--- config.mk ---
export PLATFORM = sky130hd
export DESIGN_NAME = sli_top
export DESIGN_NICKNAME = d
export VERILOG_FILES = /design/src/inc/sli_pkg.sv /design/src/design/sli_top.sv
export SDC_FILE = /design/constraint.sdc
export NUM_CORES = 1
export LEC_CHECK = 0
export BUFFER_PORTS_ARGS = -buffer_cell sky130_fd_sc_hd__buf_2
export CAP_MARGIN = 20
export CORE_AREA = 8 8 173 134
export DETAILED_ROUTE_END_ITERATION = 10
export DIE_AREA = 0 0 181 142
export GPL_TIMING_DRIVEN = 0
export RECOVER_POWER = 25
export REMOVE_ABC_BUFFERS = 1
export SETUP_SLACK_MARGIN = 0.1
export SKIP_CTS_REPAIR_TIMING = 1
export SLEW_MARGIN = 20
export SYNTH_ARGS = -nofsm -noshare
export SYNTH_HDL_FRONTEND = slang
export SYNTH_SLANG_ARGS = --single-unit
--- constraint.sdc ---
create_clock -name clk -period 4.15 [get_ports clk]
set_input_delay 0.2075 -clock clk [delete_from_list [all_inputs] [get_ports clk]]
set_output_delay 0.2075 -clock clk [all_outputs]
set_load 0.005 [all_outputs]
--- src/inc/sli_pkg.sv ---
package sli_pkg;

   localparam int unsigned SLI_CLK_HZ = 100_000_000;
   localparam int unsigned SLI_CYC_PER_MS = SLI_CLK_HZ / 1000;
   localparam int unsigned SLI_CNT_W = 27;

   // Lamp timing in milliseconds
   localparam int unsigned SLI_FLASH_MS = 20;
   localparam int unsigned SLI_FAST_MS = 100;
   localparam int unsigned SLI_SLOW_MS = 500;
   localparam int unsigned SLI_RUN_MS = 250;

   localparam logic [SLI_CNT_W-1:0] SLI_FLASH_CYC =
      SLI_CNT_W'(SLI_FLASH_MS * SLI_CYC_PER_MS);
   localparam logic [SLI_CNT_W-1:0] SLI_FAST_CYC =
      SLI_CNT_W'(SLI_FAST_MS * SLI_CYC_PER_MS);
   localparam logic [SLI_CNT_W-1:0] SLI_SLOW_CYC =
      SLI_CNT_W'(SLI_SLOW_MS * SLI_CYC_PER_MS);
   localparam logic [SLI_CNT_W-1:0] SLI_RUN_CYC =
      SLI_CNT_W'(SLI_RUN_MS * SLI_CYC_PER_MS);

   // Register map
   localparam int unsigned SLI_AW = 8;
   localparam logic [SLI_AW-1:0] SLI_CTRL_OFS = 8'h00;
   localparam logic [SLI_AW-1:0] SLI_STAT_OFS = 8'h04;
   localparam int unsigned SLI_CTRL_RUN_BIT = 0;
   localparam int unsigned SLI_CTRL_CFGERR_BIT = 1;
   localparam logic [1:0] SLI_CTRL_RST = 2'h0;
   localparam logic [1:0] SLI_RESP_OKAY = 2'h0;
   localparam logic [1:0] SLI_RESP_SLVERR = 2'h2;

   typedef struct packed {
      logic awvalid;
      logic [SLI_AW-1:0] awaddr;
      logic wvalid;
      logic [31:0] wdata;
      logic [3:0] wstrb;
      logic bready;
      logic arvalid;
      logic [SLI_AW-1:0] araddr;
      logic rready;
   } sli_axi_req_t;

   typedef struct packed {
      logic awready;
      logic wready;
      logic bvalid;
      logic [1:0] bresp;
      logic arready;
      logic rvalid;
      logic [31:0] rdata;
      logic [1:0] rresp;
   } sli_axi_rsp_t;

   // Bit 0 is power green, bit 5 info yellow
   typedef struct packed {
      logic info_lamp_yel;
      logic info_lamp_grn;
      logic channel_traffic_lamp_red;
      logic channel_traffic_lamp_yel;
      logic power_lamp_yel;
      logic power_lamp_grn;
   } sli_lamps_t;

   typedef enum logic [1:0] {
      RUN_POWER_GRN,
      RUN_POWER_YEL,
      RUN_TRF_YEL,
      RUN_TRF_RED
   } sli_run_t;

endpackage

--- src/design/sli_top.sv ---
// The register offsets and register access over AXI4-Lite are this design's own decisions.
`timescale 1ns/1ps
// Operation
// RULE1 - Power lamp steady green when powered, configured and healthy.
// RULE2 - Before USB configuration: power slow-blinks yellow, channel dark.
// RULE3 - Faults keep the power lamp in a yellow-bearing pattern.
// RULE4 - Error conditions light the red of every traffic lamp together.
// RULE5 - CAN: idle off, yellow flash per message, red per error frame.
// RULE6 - CAN error passive fast-blinks the traffic lamp red.
// RULE7 - CAN overrun lights steady red until bus-off.
// RULE8 - Firmware update fast-blinks all traffic lamps yellow.
// RULE9 - LIN: idle off, yellow flash per activity or message.
// RULE10 - Info lamp green in LIN, yellow when LIN reference present.
// RULE11 - A flash is a brief pulse; repeated flashes look steady.
// RULE12 - Slow and fast blink have equal halves; fast is quicker.
// RULE13 - Waver swaps between the two colours instead of going dark.
// RULE14 - Running lights each colour singly in the fixed order.
// RULE15 - Pattern timing comes from clock counters with parameter periods.
// RULE16 - Traffic priority: update, overrun, passive, error, activity.
module sli_top
   import sli_pkg::*;
#(
   parameter logic [SLI_CNT_W-1:0] FLASH_CYC = SLI_FLASH_CYC,
   parameter logic [SLI_CNT_W-1:0] FAST_CYC = SLI_FAST_CYC,
   parameter logic [SLI_CNT_W-1:0] SLOW_CYC = SLI_SLOW_CYC,
   parameter logic [SLI_CNT_W-1:0] RUN_CYC = SLI_RUN_CYC
) (
   input wire logic clk,
   input wire logic resetn,
   input wire sli_axi_req_t axi_req,
   output sli_axi_rsp_t axi_rsp,
   input wire logic power_good,
   input wire logic usb_configured,
   input wire logic fw_update,
   input wire logic lin_mode,
   input wire logic lin_vref_ok,
   input wire logic bus_activity,
   input wire logic error_frame,
   input wire logic error_passive,
   input wire logic rx_overrun,
   input wire logic bus_off,
   output sli_lamps_t lamps
);

   logic [1:0] ctrl_q;
   logic ovr_q;
   sli_lamps_t lamps_q;
   sli_run_t step_q;
   sli_run_t step_d;
   logic [SLI_CNT_W-1:0] run_cnt_q;
   wire logic [1:0] tmr_ph;
   wire logic [1:0] flash_on;
   wire logic [1:0] flash_ev;
   wire logic [SLI_CNT_W-1:0] tmr_period [2];

   // Bus slave state
   logic aw_got_q;
   logic w_got_q;
   logic [SLI_AW-1:0] waddr_q;
   logic [31:0] wdata_q;
   logic wstrb0_q;
   logic bvalid_q;
   logic [1:0] bresp_q;
   logic rvalid_q;
   logic [31:0] rdata_q;
   logic [1:0] rresp_q;

   wire logic run_en = ctrl_q[SLI_CTRL_RUN_BIT];
   wire logic cfg_err = ctrl_q[SLI_CTRL_CFGERR_BIT];
   wire logic fast_ph = tmr_ph[0];
   wire logic slow_ph = tmr_ph[1];
   wire logic normal = power_good & usb_configured & ~cfg_err;

   assign tmr_period[0] = FAST_CYC;
   assign tmr_period[1] = SLOW_CYC;
   assign flash_ev[0] = bus_activity;
   assign flash_ev[1] = error_frame & ~lin_mode;

   // Free-running half-period timers; phase toggles on wrap
   genvar g;
   for (g = 0; g < 2; g++) begin : g_tmr
      logic [SLI_CNT_W-1:0] cnt_q;
      logic ph_q;
      wire logic wrap = cnt_q == tmr_period[g] - 1'b1;
      always_ff @(posedge clk) begin // [RULE12] [RULE15]
         if (!resetn) begin
            cnt_q <= '0;
            ph_q <= 1'b0;
         end else begin
            cnt_q <= wrap ? '0 : cnt_q + 1'b1;
            ph_q <= ph_q ^ wrap;
         end
      end
      assign tmr_ph[g] = ph_q;
   end

   // Retriggerable flash stretchers: 0 yellow, 1 red
   for (g = 0; g < 2; g++) begin : g_flash
      logic [SLI_CNT_W-1:0] cnt_q;
      wire logic busy = cnt_q != '0;
      always_ff @(posedge clk) begin // [RULE11] [RULE15]
         if (!resetn) begin
            cnt_q <= '0;
         end else if (flash_ev[g]) begin
            cnt_q <= FLASH_CYC;
         end else if (busy) begin
            cnt_q <= cnt_q - 1'b1;
         end
      end
      assign flash_on[g] = busy;
   end

   // Overrun latch; a new overrun beats a same-cycle bus-off
   wire logic ovr_d = (rx_overrun & ~lin_mode) | (ovr_q & ~bus_off);

   always_ff @(posedge clk) begin // [RULE7]
      if (!resetn) begin
         ovr_q <= 1'b0;
      end else begin
         ovr_q <= ovr_d;
      end
   end

   // Running sequence
   wire logic run_wrap = run_cnt_q == RUN_CYC - 1'b1;

   always_comb begin
      unique case (step_q)
         RUN_POWER_GRN: step_d = RUN_POWER_YEL;
         RUN_POWER_YEL: step_d = RUN_TRF_YEL;
         RUN_TRF_YEL: step_d = RUN_TRF_RED;
         RUN_TRF_RED: step_d = RUN_POWER_GRN;
      endcase
   end

   always_ff @(posedge clk) begin // [RULE14]
      if (!resetn || !run_en) begin
         run_cnt_q <= '0;
         step_q <= RUN_POWER_GRN;
      end else begin
         run_cnt_q <= run_wrap ? '0 : run_cnt_q + 1'b1;
         if (run_wrap) begin
            step_q <= step_d;
         end
      end
   end

   // Lamp selection, {green, yellow} and {yellow, red}
   wire logic [1:0] run_power = {step_q == RUN_POWER_GRN,
                                 step_q == RUN_POWER_YEL};
   wire logic [1:0] run_trf = {step_q == RUN_TRF_YEL,
                               step_q == RUN_TRF_RED};

   wire logic [1:0] power_d =
      run_en ? run_power :                     // [RULE14]
      (!power_good || cfg_err) ?
         {~slow_ph, slow_ph} :                 // [RULE3] [RULE13]
      !usb_configured ? {1'b0, slow_ph} :      // [RULE2]
      2'b10;                                   // [RULE1]

   // Fixed traffic priority below the fault and run cases
   wire logic [1:0] trf_d =
      run_en ? run_trf :
      !power_good ? {slow_ph, 1'b0} :          // [RULE3]
      cfg_err ? {slow_ph, ~slow_ph} :          // [RULE4] [RULE13]
      !usb_configured ? 2'b00 :                // [RULE2]
      fw_update ? {fast_ph, 1'b0} :            // [RULE8] [RULE16]
      lin_mode ? {flash_on[0], 1'b0} :         // [RULE9]
      ovr_q ? 2'b01 :                          // [RULE7] [RULE16]
      error_passive ? {1'b0, fast_ph} :        // [RULE6] [RULE16]
      flash_on[1] ? 2'b01 :                    // [RULE5] [RULE16]
      {flash_on[0], 1'b0};                     // [RULE5]

   // Info pair is {yellow, green}, matching the lamp word order
   wire logic [1:0] inf_d = (normal && !run_en) ?
      {lin_mode & lin_vref_ok, lin_mode} : 2'b00; // [RULE10]

   wire sli_lamps_t lamps_d = {inf_d, trf_d[0], trf_d[1],
                               power_d[0], power_d[1]};

   always_ff @(posedge clk) begin
      if (!resetn) begin
         lamps_q <= '0;
      end else begin
         lamps_q <= lamps_d;
      end
   end

   assign lamps = lamps_q;

   // AXI4-Lite slave, one write and one read in flight
   wire logic awready = ~aw_got_q & ~bvalid_q;
   wire logic wready = ~w_got_q & ~bvalid_q;
   wire logic arready = ~rvalid_q;
   wire logic aw_hs = axi_req.awvalid & awready;
   wire logic w_hs = axi_req.wvalid & wready;
   wire logic ar_hs = axi_req.arvalid & arready;
   wire logic do_wr = aw_got_q & w_got_q;
   wire logic wr_ctrl = waddr_q[7:2] == SLI_CTRL_OFS[7:2];
   wire logic wr_stat = waddr_q[7:2] == SLI_STAT_OFS[7:2];
   wire logic rd_ctrl = axi_req.araddr[7:2] == SLI_CTRL_OFS[7:2];
   wire logic rd_stat = axi_req.araddr[7:2] == SLI_STAT_OFS[7:2];
   wire logic [31:0] rd_word =
      rd_ctrl ? {30'h0, ctrl_q} :
      rd_stat ? {23'h0, ovr_q, 2'h0, lamps_q} : 32'h0;

   always_ff @(posedge clk) begin
      if (!resetn) begin
         aw_got_q <= 1'b0;
         w_got_q <= 1'b0;
         waddr_q <= '0;
         wdata_q <= '0;
         wstrb0_q <= 1'b0;
      end else begin
         aw_got_q <= (aw_got_q | aw_hs) & ~do_wr;
         w_got_q <= (w_got_q | w_hs) & ~do_wr;
         if (aw_hs) begin
            waddr_q <= axi_req.awaddr;
         end
         if (w_hs) begin
            wdata_q <= axi_req.wdata;
            wstrb0_q <= axi_req.wstrb[0];
         end
      end
   end

   always_ff @(posedge clk) begin
      if (!resetn) begin
         ctrl_q <= SLI_CTRL_RST;
         bvalid_q <= 1'b0;
         bresp_q <= SLI_RESP_OKAY;
      end else begin
         if (do_wr && wr_ctrl && wstrb0_q) begin
            ctrl_q <= wdata_q[1:0];
         end
         if (do_wr) begin
            bvalid_q <= 1'b1;
            bresp_q <= (wr_ctrl || wr_stat) ?
               SLI_RESP_OKAY : SLI_RESP_SLVERR;
         end else if (axi_req.bready) begin
            bvalid_q <= 1'b0;
         end
      end
   end

   always_ff @(posedge clk) begin
      if (!resetn) begin
         rvalid_q <= 1'b0;
         rdata_q <= '0;
         rresp_q <= SLI_RESP_OKAY;
      end else if (ar_hs) begin
         rvalid_q <= 1'b1;
         rdata_q <= rd_word;
         rresp_q <= (rd_ctrl || rd_stat) ?
            SLI_RESP_OKAY : SLI_RESP_SLVERR;
      end else if (axi_req.rready) begin
         rvalid_q <= 1'b0;
      end
   end

   assign axi_rsp = '{awready: awready, wready: wready,
                      bvalid: bvalid_q, bresp: bresp_q,
                      arready: arready, rvalid: rvalid_q,
                      rdata: rdata_q, rresp: rresp_q};

   wire logic healthy = normal & ~run_en;
   wire logic can_top = healthy & ~fw_update & ~lin_mode;
endmodule

==> results by stage <==
GRT:
- The global-route wire length before repair is 29.45 mm.
- Across every metal layer, demand over resource in global routing totals 13.72%.
- Entering global routing, the biggest net connects 28 pins.
- The number of global-route vias before repair was 5998.
- The global route total overflow is 0.
- The number of antenna violations at the first check in global routing came to 0.

Power:
- Internal power comes to 2.946 mW.
- The analysis attributes to cell leakage a power of 3.126 nW.
- Net switching is 27.33% of the power.
- The part of the power in the clock network is 39.2%.
- The fraction of power consumed by combinational cells is 16.1%.
- VDD sags by at most 270.8 uV.
- Power spread over the standard cell area amounts to 458.2 nW/um2.
- In this run, flip-flops and latches consume 44.6% of the power.
- The switching power is 1.108 mW.

Floorplan:
- Pin placement for this block handled 116 I/O pins.
- The area of the core is 20600 um2.
- The number of standard-cell rows in the floorplan is 46.
- In this run the vertical extent of the chip is 142 um.
- The initial core utilization is 38.73%.
- The area of the die is 25700 um2.
- The die is 181 um wide.

Worst setup path:
- The source of the worst register-to-register timing path is g_tmr[1].cnt_q[0]$_SDFF_PP0_.
- The endpoint identified for the worst register-to-register timing path is g_tmr[1].cnt_q[23]$_SDFF_PP0_.
- STA puts the critical path data arrival time at 2.97 ns.
- The endpoint kind of the worst setup timing path is a flop.
- By startpoint and endpoint, the worst setup path is classified as reg -> reg.
- The required time of the critical path is 4.42 ns.
- The maximum fanout count along the critical path is 25.
- The startpoint class of the critical path is a flop.
- The cell depth of the worst flop-to-flop path is 6.
- The worst reg-to-reg setup slack is 1.45 ns.

Logic synthesis:
- After synthesis, the mean cell area works out to 8.599 um2.
- The number of synthesized register bits is 170.
- The commonest cells after synthesis are sky130_fd_sc_hd__dfxtp_1 (170), sky130_fd_sc_hd__nor2_1 (142), sky130_fd_sc_hd__nand2_1 (48), sky130_fd_sc_hd__xor2_1 (44).
- Summed over all instances, the cell type with the most area after synthesis is sky130_fd_sc_hd__dfxtp_1.
- Yosys mapped a number of flops with a built-in enable equal to 0.
- The predominant post-synthesis flop cell is sky130_fd_sc_hd__dfxtp_1.
- The proportion of register bits with asynchronous set or reset after synthesis is 0%.
- After synthesis, the largest area contributor takes up 42.65% of total cell area.
- The sequential fraction of the synthesis area is 42.65%.
- For this run, the number of Yosys warnings is 0.
- Summing every instance area after synthesis gives 7980 um2.
- Yosys attributes the largest share of cell area to sky130_fd_sc_hd__dfxtp_1 (43%), sky130_fd_sc_hd__nor2_1 (6.7%), sky130_fd_sc_hd__xor2_1 (4.8%).
- The netlist uses 59 different library cells.
- In the synthesized netlist, the number of instances is 928.
- Among all cell types in the netlist, the one instantiated most often is sky130_fd_sc_hd__dfxtp_1.

Routing:
- The overall via count from detail_route is 6357.
- Wires add up to 17.05 mm.
- The per-cell via count in the routed design is 5.172.
- The first-pass iteration count of the detailed router is 7.
- For this run, design rule violations remaining after detail routing come to 0.
- In this run the remaining antenna-violating nets after routing total 0.
- The iteration-0 DRC count of the detailed router is 445.
- Dividing the detail-routed wire length by the instance count gives 13.87 um.

STA:
- Based on the critical path, the design can be clocked at up to 370.5 MHz.
- The clock skew after layout is 0.009437 ns.
- The count of endpoints failing setup in the final report is 0.
- Setup slack on the critical path of the routed design comes to 1.451 ns.
- The final critical-path share of the clock period is 65.04%.
- The number of slew-limit violations in the final report is 0.
- Setup repair after global routing left no endpoint under its margin.
- The worst-margin pin slew is 1.460 ns.
- In this run the tightest slew margin relative to its limit is 2.649%.
- The clock period minus worst slack is 2.699 ns.
- The final hold violation count is 0.
- Setup total negative slack on the finished layout was measured at 0 ns.
- Across all hold checks on the routed design, the worst slack comes to 0.02270 ns.

Placement:
- The count of buffers added on input and output ports is 51.
- The final HPWL from detailed placement is 11.67 mm.
- The worst slack at placement is 1.430 ns.
- Routability-driven placement finished with a final weighted congestion of 0.7947.
- The number of cells in the design after placement is 1199.

Clock network:
- The number of clock buffers added by TritonCTS is 17.
- The clock net in this run drives a total of 170 sinks.
- The number of levels the H-tree was split into is 4.
- The clock passes through at most 2 buffers.
- Clock-pin slew was measured on the worst setup and hold paths at 0.06 ns.
- The clock tree from TritonCTS is done.
- The CTS root buffer is sky130_fd_sc_hd__clkbuf_16.
- At the later pin of the worst-skew pair, clock insertion delay measures 0.43 ns.

Worst hold path:
- The number of cells traversed by the worst hold path is 3.
- The startpoint identified for the worst hold timing path is axi_req[55].
- The path with the worst hold slack has its endpoint at waddr_q[7]$_SDFFE_PN0P_.
- The path type of the worst min-delay path is in -> reg.

Job:
- The reported max-cap violation count is 0.

Layout:
- The utilization after layout is 42.94%.
- Across the whole layout, storage elements account for 3403 um2.
- Compared with the post-synthesis result, the final layout area differs by 10.87%.
- The repair_antennas step left the layout with diodes totalling 0.
- The count of fill cells added during filler insertion is 2066.
- The final standard cell count with taps included and fillers excluded is 1229.
- The final net count is 1034.
- The multi-input combinational cells in the finished layout cover a total of 4174 um2.
- The share of layout cells above drive strength 1 is 8.187%.

Outcome:
- The run finished with clean final reports.
## per-stage QoR
stage,cell area (um2),power [mW]
global route,8847,4.262
floorplan,7660,2.310
global placement,8245,2.463
finish,8847,4.054
detailed placement,8299,2.490
CTS,8884,4.098
## how the worst max path moves through the flow
stage	startpoint	end	slack (ns)
3_5_place_dp	g_tmr[0].cnt_q[0]$_SDFF_PP0_	g_tmr[0].cnt_q[5]$_SDFF_PP0_	1.43
6_report	g_tmr[1].cnt_q[0]$_SDFF_PP0_	g_tmr[1].cnt_q[23]$_SDFF_PP0_	1.45
2_1_floorplan	g_flash[1].cnt_q[20]$_SDFFE_PN0P_	lamps[3]$_SDFF_PN0_	0.86
4_1_cts	g_tmr[0].cnt_q[0]$_SDFF_PP0_	g_tmr[0].cnt_q[5]$_SDFF_PP0_	1.41
3_3_place_gp	g_flash[1].cnt_q[20]$_SDFFE_PN0P_	lamps[3]$_SDFF_PN0_	0.03
5_1_grt	g_tmr[0].cnt_q[0]$_SDFF_PP0_	g_tmr[0].cnt_q[13]$_SDFF_PP0_	1.13
## cell families (layout without fill, tap and decap cells)
kind of cell             after synthesis  after routing  synth area share (%)
buffers and inverters                 99            110                 6.460
adder cells (fa/ha/maj)               11             11                 1.725
XOR/XNOR                              87             87                 9.548
multiplexers                          14             14                 1.772
other                                  1             27               0.04699
flip-flops                           170            170                 42.65
AND/OR/NAND/NOR                      426            426                 28.05
AO/OA/AOI/OAI                        120            120                 9.752
## cell usage in the layout, fill, tap and decap left out, types with 15 or more instances in the layout
| cell type | netlist | layout |
|---|---|---|
| sky130_fd_sc_hd__xnor2_1 | 43 | 43 |
| sky130_fd_sc_hd__nor3_1 | 32 | 32 |
| sky130_fd_sc_hd__or4_1 | 17 | 17 |
| sky130_fd_sc_hd__buf_2 | 1 | 35 |
| sky130_fd_sc_hd__xor2_1 | 44 | 44 |
| sky130_fd_sc_hd__and3_1 | 20 | 20 |
| sky130_fd_sc_hd__nor2_1 | 142 | 142 |
| sky130_fd_sc_hd__clkbuf_16 | 0 | 17 |
| sky130_fd_sc_hd__nand3_1 | 40 | 40 |
| sky130_fd_sc_hd__conb_1 | 1 | 27 |
| sky130_fd_sc_hd__a21oi_1 | 43 | 43 |
| sky130_fd_sc_hd__o31ai_1 | 15 | 15 |
| sky130_fd_sc_hd__inv_1 | 26 | 26 |
| sky130_fd_sc_hd__or3_1 | 21 | 21 |
| sky130_fd_sc_hd__dfxtp_1 | 170 | 170 |
| sky130_fd_sc_hd__nand2_1 | 48 | 48 |
| sky130_fd_sc_hd__clkbuf_1 | 34 | 21 |
| sky130_fd_sc_hd__nand4_1 | 19 | 19 |
| sky130_fd_sc_hd__nor4_1 | 27 | 26 |
## power groups by stage
| stage | registers [mW] | clock network (mW) | logic (mW) |
|---|---|---|---|
| CTS | 1.81 | 1.64 | 0.656 |
| floorplan | 1.82 | 0 | 0.490 |
| finish | 1.81 | 1.59 | 0.654 |
| global placement | 1.84 | 0 | 0.623 |
| detailed placement | 1.84 | 0 | 0.650 |
| global route | 1.82 | 1.69 | 0.744 |
## worst max-delay path, cell delays in order (launching register included)
cell and delay (ns):
sky130_fd_sc_hd__dfxtp_1 0.36, sky130_fd_sc_hd__ha_1 0.19, sky130_fd_sc_hd__and2_1 0.19, sky130_fd_sc_hd__nand3_1 0.25
sky130_fd_sc_hd__nor4_1 0.57, sky130_fd_sc_hd__nand2b_1 0.85, sky130_fd_sc_hd__nor2_1 0.12
## flip-flops by register name (all words and copies together), names as in the netlist, 2 cells and up
signal         count
g_tmr.cnt_q       54
lamps              6
rdata_q            7
g_flash.cnt_q     54
waddr_q            6
run_cnt_q         27
step_q             2
ctrl_q             2
wdata_q            2
## per-layer routing
| layer | track usage, % | wire length (um) | up-vias |
|---|---|---|---|
| met5 | 0 | 0 | - |
| met4 | 3.702 | 216 | 0 |
| met3 | 3.878 | 701 | 16 |
| li1 | - | - | 3282 |
| met2 | 21.07 | 7401 | 88 |
| met1 | 18.63 | 8726 | 2971 |
## layout make-up
type                            count  share of cell area (%)
Clock buffer                       23                   5.289
Timing Repair Buffer               54                   2.913
Multi-Input combinational cell    685                   47.18
Clock inverter                      7                   1.315
Sequential cell                   170                   38.47
Inverter                           26                   1.103
Tap cell                          264                   3.734
Power figures use the tool's default switching activity.
